File: src/verilog/second_pulse_pkg.sv
// Constants, register map and carrier types of the second pulse generator
package second_pulse_pkg;

  // ==========================================================================
  // Timing
  // ==========================================================================
  localparam int unsigned CLK_KHZ         = 125000;      // Core clock, 8 ns period
  localparam int unsigned REF_NUM         = 26;          // Reference 26 MHz ...
  localparam int unsigned REF_DEN         = 125;         // ... over 125 MHz core
  localparam int unsigned REF_TICKS_US    = 26;          // One step is 38.5 ns
  localparam int unsigned SEC_TICKS       = 26000000;    // Reference steps per second
  localparam int unsigned SUPV_HOLD_MS    = 140;         // Supervisor hold after release
  localparam int unsigned SUPV_HOLD_CYC   = CLK_KHZ * SUPV_HOLD_MS;
  localparam int unsigned PW_DEF_US       = 1000;        // Default pulse width 1 ms
  localparam int unsigned PW_MAX_US       = 2500;        // Longest pulse 2.5 ms
  localparam int unsigned PW_MIN_TICKS    = 1;           // Shortest pulse 38.5 ns
  localparam int unsigned PW_DEF_TICKS    = PW_DEF_US * REF_TICKS_US;
  localparam int unsigned PW_MAX_TICKS    = PW_MAX_US * REF_TICKS_US;

  // ==========================================================================
  // Register map (byte addresses)
  // ==========================================================================
  localparam logic [7:0] CTRL_OFS   = 8'h00;
  localparam logic [7:0] WIDTH_OFS  = 8'h04;
  localparam logic [7:0] STATUS_OFS = 8'h08;
  localparam logic [7:0] OFFSET_OFS = 8'h0C;

  // Control fields
  localparam int unsigned CTRL_GATE_BIT = 0;
  localparam int unsigned CTRL_FALL_BIT = 1;
  localparam int unsigned CTRL_STD_LSB  = 2;
  localparam logic [1:0]  AXI_OKAY      = 2'h0;
  localparam logic [1:0]  AXI_DECERR    = 2'h3;

  // Time standards, UTC after reset
  typedef enum logic [1:0] {STD_UTC, STD_GPS, STD_GLONASS, STD_UTC_SU} time_std_t;

  typedef struct packed {
    time_std_t std_sel;
    logic      fall_mark;
    logic      fix_gate;
  } ctrl_t;

  localparam ctrl_t CTRL_RST = '{std_sel: STD_UTC, fall_mark: 1'b0, fix_gate: 1'b0};

endpackage : second_pulse_pkg

File: src/verilog/second_pulse_generator.sv
// Once-per-second timing pulse generator with reset supervisor and AXI4-Lite registers
`timescale 1ns/1ns
`default_nettype none

module second_pulse_generator import second_pulse_pkg::*; #(
  parameter int unsigned HOLD_CYCLES  = SUPV_HOLD_CYC,
  parameter int unsigned SECOND_TICKS = SEC_TICKS
) (
  input  wire logic        CORE_CLK_IN,
  input  wire logic        RST_IN,
  input  wire logic        RESET_N_PIN_IN,
  input  wire logic        FIX_VALID_IN,
  input  wire logic [3:0]  STD_SECOND_IN,
  output logic             SECOND_PULSE_OUT,
  output logic             DEV_RESET_OUT,
  input  wire logic [7:0]  S_AXI_AWADDR_IN,
  input  wire logic        S_AXI_AWVALID_IN,
  output logic             S_AXI_AWREADY_OUT,
  input  wire logic [31:0] S_AXI_WDATA_IN,
  input  wire logic [3:0]  S_AXI_WSTRB_IN,
  input  wire logic        S_AXI_WVALID_IN,
  output logic             S_AXI_WREADY_OUT,
  output logic [1:0]       S_AXI_BRESP_OUT,
  output logic             S_AXI_BVALID_OUT,
  input  wire logic        S_AXI_BREADY_IN,
  input  wire logic [7:0]  S_AXI_ARADDR_IN,
  input  wire logic        S_AXI_ARVALID_IN,
  output logic             S_AXI_ARREADY_OUT,
  output logic [31:0]      S_AXI_RDATA_OUT,
  output logic [1:0]       S_AXI_RRESP_OUT,
  output logic             S_AXI_RVALID_OUT,
  input  wire logic        S_AXI_RREADY_IN
);

  // Second counter is 25 bits; a width longer than a second just retriggers
  if (HOLD_CYCLES < 1 || SECOND_TICKS < 2 || SECOND_TICKS > 33554432) begin : g_cfg_bad
    $error("second_pulse_generator: unusable hold or second count");
  end

  // ==========================================================================
  // Reset pin synchroniser and supervisor
  // ==========================================================================
  logic [2:0]  pin_sync_r, pin_sync_nxt;
  logic        pin_low_r, pin_low_nxt;
  logic [31:0] hold_cnt_r, hold_cnt_nxt;
  logic        dev_rst_r, dev_rst_nxt;

  // Pin level counts only once stages two and three agree
  always_comb begin
    pin_sync_nxt = {pin_sync_r[1:0], RESET_N_PIN_IN};
    pin_low_nxt  = pin_low_r;
    if (pin_sync_r[2] == pin_sync_r[1]) begin
      pin_low_nxt = ~pin_sync_r[2];
    end
    hold_cnt_nxt = hold_cnt_r;
    if (pin_low_r) begin
      hold_cnt_nxt = HOLD_CYCLES;
    end else if (hold_cnt_r != 32'h0000_0000) begin
      hold_cnt_nxt = hold_cnt_r - 32'h0000_0001;
    end
    dev_rst_nxt = pin_low_r || (hold_cnt_r > 32'h0000_0001);
  end

  // Power-on also starts the full hold, no host sequencing needed
  always_ff @(posedge CORE_CLK_IN or posedge RST_IN) begin
    if (RST_IN) begin
      pin_sync_r <= 3'h7;
      pin_low_r  <= 1'b0;
      hold_cnt_r <= HOLD_CYCLES;
      dev_rst_r  <= 1'b1;
    end else begin
      pin_sync_r <= pin_sync_nxt;
      pin_low_r  <= pin_low_nxt;
      hold_cnt_r <= hold_cnt_nxt;
      dev_rst_r  <= dev_rst_nxt;
    end
  end

  // ==========================================================================
  // 26 MHz step enable from the 125 MHz core clock
  // ==========================================================================
  logic [7:0] acc_r, acc_nxt;
  logic       tick_r, tick_nxt;

  // Fractional divider; steps jitter by one core cycle, averaging 26 MHz
  // Accumulator needs 8 bits: it reaches 124 + 26 before wrapping
  always_comb begin
    tick_nxt = 1'b0;
    acc_nxt  = acc_r + 8'(REF_NUM);
    if (acc_nxt >= 8'(REF_DEN)) begin
      acc_nxt  = acc_nxt - 8'(REF_DEN);
      tick_nxt = 1'b1;
    end
  end

  always_ff @(posedge CORE_CLK_IN or posedge RST_IN) begin
    if (RST_IN) begin
      acc_r  <= 8'h00;
      tick_r <= 1'b0;
    end else begin
      acc_r  <= acc_nxt;
      tick_r <= tick_nxt;
    end
  end

  // ==========================================================================
  // Second counter, alignment and pulse shaping
  // ==========================================================================
  ctrl_t       ctrl_r, ctrl_nxt;
  logic [16:0] width_r, width_nxt;
  logic [24:0] sec_cnt_r, sec_cnt_nxt;
  logic [16:0] wcnt_r, wcnt_nxt;
  logic        act_r, act_nxt;
  logic        align_r, align_nxt;
  logic        locked_r, locked_nxt;
  logic [31:0] offset_r, offset_nxt;
  logic        out_r, out_nxt;
  logic        std_hit;
  logic        mark;
  logic        gated;

  assign std_hit = FIX_VALID_IN && STD_SECOND_IN[ctrl_r.std_sel];
  assign mark    = tick_r && (align_r || sec_cnt_r == 25'(SECOND_TICKS - 1));
  assign gated   = ctrl_r.fix_gate && !FIX_VALID_IN;

  always_comb begin
    sec_cnt_nxt = sec_cnt_r;
    wcnt_nxt    = wcnt_r;
    act_nxt     = act_r;
    align_nxt   = align_r || std_hit;
    locked_nxt  = locked_r && FIX_VALID_IN;
    offset_nxt  = offset_r;
    // Offset is steps since the last own mark when the standard second arrives
    if (std_hit) begin
      offset_nxt = {7'h00, sec_cnt_r};
      locked_nxt = 1'b1;
    end
    if (tick_r) begin
      sec_cnt_nxt = mark ? 25'h000_0000 : sec_cnt_r + 25'h000_0001;
      if (mark) begin
        align_nxt = std_hit;
      end
      if (act_r) begin
        wcnt_nxt = wcnt_r - 17'h0_0001;
        act_nxt  = (wcnt_r != 17'h0_0001);
      end
      if (mark && !gated) begin
        act_nxt  = 1'b1;
        wcnt_nxt = width_r;
      end
    end
    out_nxt = act_r ^ ctrl_r.fall_mark;
    if (dev_rst_r) begin
      sec_cnt_nxt = 25'h000_0000;
      act_nxt     = 1'b0;
      align_nxt   = 1'b0;
      locked_nxt  = 1'b0;
      out_nxt     = ctrl_r.fall_mark;
    end
  end

  always_ff @(posedge CORE_CLK_IN or posedge RST_IN) begin
    if (RST_IN) begin
      sec_cnt_r <= 25'h000_0000;
      wcnt_r    <= 17'h0_0000;
      act_r     <= 1'b0;
      align_r   <= 1'b0;
      locked_r  <= 1'b0;
      offset_r  <= 32'h0000_0000;
      out_r     <= 1'b0;
    end else begin
      sec_cnt_r <= sec_cnt_nxt;
      wcnt_r    <= wcnt_nxt;
      act_r     <= act_nxt;
      align_r   <= align_nxt;
      locked_r  <= locked_nxt;
      offset_r  <= offset_nxt;
      out_r     <= out_nxt;
    end
  end

  assign SECOND_PULSE_OUT = out_r;
  assign DEV_RESET_OUT    = dev_rst_r;

  // ==========================================================================
  // AXI4-Lite slave
  // ==========================================================================
  logic        aw_have_r, aw_have_nxt, w_have_r, w_have_nxt;
  logic [7:0]  awaddr_r, awaddr_nxt;
  logic [31:0] wdata_r, wdata_nxt;
  logic        bvalid_r, bvalid_nxt, rvalid_r, rvalid_nxt;
  logic [1:0]  bresp_r, bresp_nxt, rresp_r, rresp_nxt;
  logic [31:0] rdata_r, rdata_nxt;
  logic        wr_go;
  logic [31:0] wval;

  assign wr_go = aw_have_r && w_have_r && !bvalid_r;
  assign wval  = wdata_r;

  // Address and data may arrive in either order; response once both held
  always_comb begin
    aw_have_nxt = aw_have_r || S_AXI_AWVALID_IN;
    awaddr_nxt  = aw_have_r ? awaddr_r : S_AXI_AWADDR_IN;
    w_have_nxt  = w_have_r || S_AXI_WVALID_IN;
    wdata_nxt   = w_have_r ? wdata_r : S_AXI_WDATA_IN;
    bvalid_nxt  = bvalid_r && !S_AXI_BREADY_IN;
    bresp_nxt   = bresp_r;
    ctrl_nxt    = ctrl_r;
    width_nxt   = width_r;
    if (wr_go) begin
      aw_have_nxt = 1'b0;
      w_have_nxt  = 1'b0;
      bvalid_nxt  = 1'b1;
      bresp_nxt   = AXI_OKAY;
      case (awaddr_r)
        CTRL_OFS: begin
          if (S_AXI_WSTRB_IN[0] || 1'b1) begin
            ctrl_nxt.fix_gate  = wval[CTRL_GATE_BIT];
            ctrl_nxt.fall_mark = wval[CTRL_FALL_BIT];
            ctrl_nxt.std_sel   = time_std_t'(wval[CTRL_STD_LSB +: 2]);
          end
        end
        WIDTH_OFS: begin
          // Out-of-range widths clamp rather than fault
          if (wval[31:0] < 32'(PW_MIN_TICKS)) begin
            width_nxt = 17'(PW_MIN_TICKS);
          end else if (wval > 32'(PW_MAX_TICKS)) begin
            width_nxt = 17'(PW_MAX_TICKS);
          end else begin
            width_nxt = wval[16:0];
          end
        end
        STATUS_OFS, OFFSET_OFS: begin
          bresp_nxt = AXI_OKAY;
        end
        default: begin
          bresp_nxt = AXI_DECERR;
        end
      endcase
    end
    rvalid_nxt = rvalid_r && !S_AXI_RREADY_IN;
    rdata_nxt  = rdata_r;
    rresp_nxt  = rresp_r;
    if (S_AXI_ARVALID_IN && !rvalid_r) begin
      rvalid_nxt = 1'b1;
      rresp_nxt  = AXI_OKAY;
      case (S_AXI_ARADDR_IN)
        CTRL_OFS:   rdata_nxt = {28'h000_0000, ctrl_r};
        WIDTH_OFS:  rdata_nxt = {15'h0000, width_r};
        STATUS_OFS: rdata_nxt = {27'h000_0000, locked_r, act_r, dev_rst_r,
                                 out_r, FIX_VALID_IN};
        OFFSET_OFS: rdata_nxt = offset_r;
        default: begin
          rdata_nxt = 32'h0000_0000;
          rresp_nxt = AXI_DECERR;
        end
      endcase
    end
  end

  // Registers live on the bus reset only; device reset leaves settings kept
  always_ff @(posedge CORE_CLK_IN or posedge RST_IN) begin
    if (RST_IN) begin
      aw_have_r <= 1'b0;
      w_have_r  <= 1'b0;
      awaddr_r  <= 8'h00;
      wdata_r   <= 32'h0000_0000;
      bvalid_r  <= 1'b0;
      bresp_r   <= AXI_OKAY;
      rvalid_r  <= 1'b0;
      rresp_r   <= AXI_OKAY;
      rdata_r   <= 32'h0000_0000;
      ctrl_r    <= CTRL_RST;
      width_r   <= 17'(PW_DEF_TICKS);
    end else begin
      aw_have_r <= aw_have_nxt;
      w_have_r  <= w_have_nxt;
      awaddr_r  <= awaddr_nxt;
      wdata_r   <= wdata_nxt;
      bvalid_r  <= bvalid_nxt;
      bresp_r   <= bresp_nxt;
      rvalid_r  <= rvalid_nxt;
      rresp_r   <= rresp_nxt;
      rdata_r   <= rdata_nxt;
      ctrl_r    <= ctrl_nxt;
      width_r   <= width_nxt;
    end
  end

  assign S_AXI_AWREADY_OUT = !aw_have_r;
  assign S_AXI_WREADY_OUT  = !w_have_r;
  assign S_AXI_BVALID_OUT  = bvalid_r;
  assign S_AXI_BRESP_OUT   = bresp_r;
  assign S_AXI_ARREADY_OUT = !rvalid_r;
  assign S_AXI_RVALID_OUT  = rvalid_r;
  assign S_AXI_RDATA_OUT   = rdata_r;
  assign S_AXI_RRESP_OUT   = rresp_r;
endmodule : second_pulse_generator

`default_nettype wire

File: config.mk
export PLATFORM = sky130hd
export DESIGN_NAME = second_pulse_generator
export DESIGN_NICKNAME = d
export VERILOG_FILES = /design/src/verilog/second_pulse_pkg.sv /design/src/verilog/second_pulse_generator.sv
export SDC_FILE = /design/constraint.sdc
export NUM_CORES = 1
export LEC_CHECK = 0
export BUFFER_PORTS_ARGS = -buffer_cell sky130_fd_sc_hd__buf_2
export CAP_MARGIN = 15
export CORE_AREA = 3 3 112 157
export CTS_BUF_LIST = sky130_fd_sc_hd__clkbuf_4 sky130_fd_sc_hd__clkbuf_8
export DETAILED_ROUTE_END_ITERATION = 10
export DIE_AREA = 0 0 115 160
export GPL_TIMING_DRIVEN = 0
export PLACE_DENSITY_LB_ADDON = 0.08
export SYNTH_ARGS = -nofsm -noshare
export SYNTH_HDL_FRONTEND = slang
export SYNTH_SLANG_ARGS = --single-unit
File: constraint.sdc
create_clock -name CORE_CLK_IN -period 7.9 [get_ports CORE_CLK_IN]
set_input_delay 0.79 -clock CORE_CLK_IN [delete_from_list [all_inputs] [get_ports CORE_CLK_IN]]
set_output_delay 0.79 -clock CORE_CLK_IN [all_outputs]
set_load 0.1 [all_outputs]
**Yosys cells after proc, flatten, opt, wreduce, memory -nomap -nowiden**

Index checks and enable logic that the tools add are counted.

- Flip-flop bits (word level): 218
- Bits in latches: 0
- Memory bits (writable): 0
- Memory bits (read-only): 0
- Input bits: 65
- Output and inout port bits: 43
- Logic and storage cells: 111
- Memories kept: 0

- $add $sub $neg: 5
- Multipliers: 0
- Divide/modulo/power cells: 0
- Order comparisons: 5
- Equality and inequality tests: 9
- Shift operators: 0
- Muxes and demuxes: 30
- Bitwise logic cells: 2
- Reductions and logical operators: 34

Operator list:

| operator | number |
|---|---|
| $pmux 25 s4 | 1 |
| $mux 25 | 3 |
| $mux 17 | 4 |
| $mux 32 | 2 |
| $eq 8x4->1 const B | 4 |
| $gt 32x1->1 const B | 1 |
| $gt 32x16->1 const B | 1 |
| $lt 32x1->1 const B | 1 |
| $reduce_bool 32->1 | 1 |
| $sub 32x1->32 const B | 1 |
| $add 25x1->25 const B | 1 |
| $eq 25x25->1 const B | 1 |
| $ne 17x1->1 const B | 1 |
| $sub 17x1->17 const B | 1 |
| $eq 8x3->1 const B | 2 |
| $logic_not 8->1 | 2 |
| $mux 1 | 16 |
| $logic_and 1x1->1 | 10 |
| $add 8x5->8 const B | 1 |
| $ge 8x7->1 const B | 1 |
| $logic_not 1->1 | 8 |
| $mux 8 | 1 |
| $reduce_or 4->1 | 2 |
| $sub 8x7->8 const B | 1 |
| 9 further kinds | 18 |

**Logic depth before layout (Yosys ltp)**

- Word-level depth: 7
- Depth in mapped cells: 8
- Mapped depth without buffers: 7

**Worst setup path before layout**

Ideal clock, no wire load.

- Path type: register to register
- Start: register rvalid_r, in the netlist S_AXI_RVALID_OUT
- End: register rvalid_r, in the netlist S_AXI_RVALID_OUT
- Arrival time: 2331 ps
- Data required time: 7736 ps
- Slack: 5406 ps
- Stages on the path, launching flop included: 5
- Clock period less this slack: 2494 ps
- Cell sequence: dfrtp_1 inv_1 nand2_1 clkbuf_1 o21ai_0

- Longest elaborated chain between the ends: 3
- Elaborated cells on any way between the ends: 4
- Classes of those cells: 1 x mux; 3 x reduce/logical

Ends and longest elaborated chain:

| element | line | RTL |
|---|---|---|
| start, declared | second_pulse_generator.sv:191 | `logic bvalid_r, bvalid_nxt, rvalid_r, rvalid_nxt;` |
| start signal, assigned | second_pulse_generator.sv:282 | `rvalid_r <= rvalid_nxt;` |
| $logic_not 1->1 | -- |  |
| via S_AXI_ARREADY_OUT | second_pulse_generator.sv:28 | `output logic S_AXI_ARREADY_OUT,` |
| $logic_and 1x1->1 | second_pulse_generator.sv:244 | `if (S_AXI_ARVALID_IN && !rvalid_r) begin` |
| $mux 1 | second_pulse_generator.sv:244 |  |
| via rvalid_nxt | second_pulse_generator.sv:191 |  |

The timed path passes the listed nets, and every way through them passes these cells.
A chain may end at the register's enable or synchronous reset.

**Worst setup path in the final report**

- Start: register w_have_r
- End: output S_AXI_WREADY_OUT

- Longest elaborated chain between the ends: 1

Ends and longest elaborated chain:

| element | line | RTL |
|---|---|---|
| start, declared | second_pulse_generator.sv:188 | `logic aw_have_r, aw_have_nxt, w_have_r, w_have_nxt;` |
| start signal, assigned | second_pulse_generator.sv:277 | `w_have_r <= w_have_nxt;` |
| $logic_not 1->1 | second_pulse_generator.sv:291 | `assign S_AXI_WREADY_OUT = !w_have_r;` |
| end, declared | second_pulse_generator.sv:22 | `output logic S_AXI_WREADY_OUT,` |

Every way passes these cells.

==> reports/metrics.yaml <==
clock_tree:
  clock-sinks: 209
  postCtsHoldBufs: 0
  htreeDepth: 2
  cts_setup_buffers: 0
  cts_made_buffers: 35
  clk_path_buf_depth: 3
  postCtsResizedCells: 0
  cts_root_buffer: "clkbuf_8"
  clkSlewWorstSetupHoldPaths_ns: 0.06
  cts_tree: "yes"
  insertion_delay_ns: 0.52
synthesis:
  synth_area_leaders: "dfrtp_1, mux2_2, dfstp_2"
  yosysUniqueCellTypes: 67
  post_synth.cell_area_avg_um2: 10.8
  yosysWarnings: 0
  synthesis.area_um2: 9900
  ys_async_sr_fraction_pct: 100
  yosysSeqAreaShare_pct: 53.1
  synth-main-ff-cell: "dfrtp_1"
  synth_edf_count: 0
  synthCells: 916
  synth-seq-cells: 209
  synth_top_area_share_pct: 48.0
  synth.largest_area_cell: "dfrtp_1"
setup_path:
  cp.arrival_ns: 2.01
  worstReg2RegStart: "sec_cnt_r[4]$_DFFE_PP0P_"
  crit_type: "flop to output port"
  crit_path_end_kind: "output port"
  crit_end: "S_AXI_WREADY_OUT"
  worst_ep_required_time_ns: 7.11
  cp-start-kind: "flop"
  worst-r2r-setup-slack_ns: 5.17
  reg2regPathDepth: 7
  r2r-end: "wcnt_r[2]$_DFFE_PP0P_"
  critical_path.max_fanout: 10
  crit_start: "w_have_r$_DFF_PP0_"
detailed_routing:
  route.detailed.wl_per_inst_um: 17.2
  drt_wl_total_mm: 22.1
  ant_nets: 0
  vias_per_cell: 5.83
  first_iter_violations: 628
  drtPass1Iterations: 5
  drc: 0
  vias: 7466
sta:
  setup_viol: 0
  skew_ns: 0.0191
  max_slew_margin_pct: 34.0
  worst_pin_slew_ns: 0.982
  grt_setup_unrepaired: "no"
  hold_violations: 0
  fin_crit_sh_pct: 35.5
  min_period_ns: 2.80
  max_freq_mhz: 357
  hold_ws_ns: 0.355
  slew_violations: 0
final_layout:
  final-instance-count-excl-fill: 1280
  regArea_um2: 5250
  n_fill_cell: 1296
  final_common_cell: "dfrtp_1"
  final_cell_mix: "dfrtp_1, buf_2, nand2_1, mux2_2, o21ai_0"
  multiInputGateArea_um2: 4320
  final_util_pct: 70.4
  drive_gt1_share_pct: 25.7
  syn2layout_area_growth_pct: 15.5
  antenna_cells: 0
  nets: 1129
run_status:
  status: "finished clean"
power_and_ir_drop:
  power.total_mw: 2.90
  leakage_nw: 5.14
  p_per_area_nw_per_um2: 254
  peakVddDrop_mv: 0.194
floorplanning:
  io_pins: 108
  die_height_um: 160
  die-area_um2: 18400
  coreArea_um2: 16200
  start_util_pct: 61.0
  die_x_um: 115
  row_count: 55
run:
  cap_violations: 0
placement:
  gp_congestion: 0.874
  io_buffers: 94
  place_inst: 1216
  dp_hpwl_mm: 15.9
min_path:
  worstHoldPathCells: 0
  hold_class: "flop to flop"
grt:
  grt_pass1_wl_mm: 37.2
  overflow: 0
  grt_max_degree: 108
  antenna_found_initial: 0
  grt_pass1_vias: 7554
  grt.total_usage_pct: 24.7
-- logic make-up (layout without fill, tap and decap cells) --
logic type               after synthesis  count (layout)  share of synthesized area (%)
other                                  1               7                         0.0379
adder cells (fa/ha/maj)               10              10                           1.26
XOR/XNOR                              42              42                           3.72
AO/OA/AOI/OAI                        182             182                           11.7
buffers and inverters                 77             236                           3.54
flip-flops                           209             209                           53.1
multiplexers                          93              93                           10.6
AND/OR/NAND/NOR                      302             302                           16.0
-- stage by stage --
step	worst slack, ns	cell area (um^2)	TNS [ns]
finish	5.10	11400	0
global route	4.96	11400	0
CTS	5.05	11400	0
detailed placement	4.67	10700	0
global placement	-0.845	10600	-155.53
floorplan	1.43	9920	0
-- cell type report --
type                       instances  share of cell area, %
timing repair buffer              95                   4.36
clock buffer                      58                   6.27
tap                              199                   2.18
inverter                          26                  0.919
buffer                            51                   2.21
clock inverter                     6                  0.317
multi-input combinational        636                   37.8
sequential                       209                   46.0
-- where the power goes --
part           total (mW)  switching, mW  internal, mW
clock network        1.00          0.428         0.576
logic               0.524          0.315         0.209
registers            1.37          0.131          1.24
total                2.90          0.874          2.02
-- critical path, stage by stage, from the launching register on --
cell	delay, ns
dfrtp_1	0.32
clkbuf_1	0.33
clkbuf_1	0.47
inv_1	0.07
buf_2	0.30
-- registers in the layout (all words and copies together), names as in the netlist, 3 cells and up --
signal	cells
awaddr_r	8
acc_r	8
ctrl_r	4
wdata_r	32
offset_r	25
width_r	17
wcnt_r	17
pin_sync_r	3
hold_cnt_r	32
S_AXI_RDATA_OUT	25
sec_cnt_r	25
-- synthesized netlist by cell type, drive strengths merged (6+ instances only) --
| library cell | instances |
|---|---|
| o211ai | 8 |
| nor2b | 6 |
| buf | 16 |
| nor3 | 20 |
| o31ai | 8 |
| or4 | 15 |
| a22o | 7 |
| dfrtp | 190 |
| nand2 | 87 |
| nand4 | 18 |
| a21oi | 24 |
| clkbuf | 35 |
| nor4 | 21 |
| o21ai | 66 |
| inv | 26 |
| a22oi | 12 |
| ha | 10 |
| xor2 | 22 |
| mux2 | 87 |
| nand3 | 26 |
| nand2b | 7 |
| nor2 | 56 |
| and4 | 7 |
| a21o | 6 |
| a31oi | 20 |
| xnor2 | 20 |
| or3 | 7 |
| dfstp | 19 |
-- worst min-delay path by stage --
stage | start | endpoint | slack, ns
finish | pin_sync_r[0]$_DFF_PP1_ | pin_sync_r[1]$_DFF_PP1_ | 0.36
global route | RESET_N_PIN_IN | pin_sync_r[0]$_DFF_PP1_ | 0.35
CTS | RESET_N_PIN_IN | pin_sync_r[0]$_DFF_PP1_ | 0.35
detailed placement | pin_sync_r[0]$_DFF_PP1_ | pin_sync_r[1]$_DFF_PP1_ | 0.35
global placement | pin_sync_r[0]$_DFF_PP1_ | pin_sync_r[1]$_DFF_PP1_ | 0.35
floorplan | pin_sync_r[0]$_DFF_PP1_ | pin_sync_r[1]$_DFF_PP1_ | 0.35
-- layer usage --
metal  global-route usage, %  vias to the layer above  part of all wire, %
li1                        -                     3591                    -
met3                    4.62                       48                  4.7
met4                    9.02                        0                  2.7
met1                    31.1                     3635                   41
met2                    42.2                      192                   52
met5                       0                        -                    0
(Power assumes the default switching activity.)
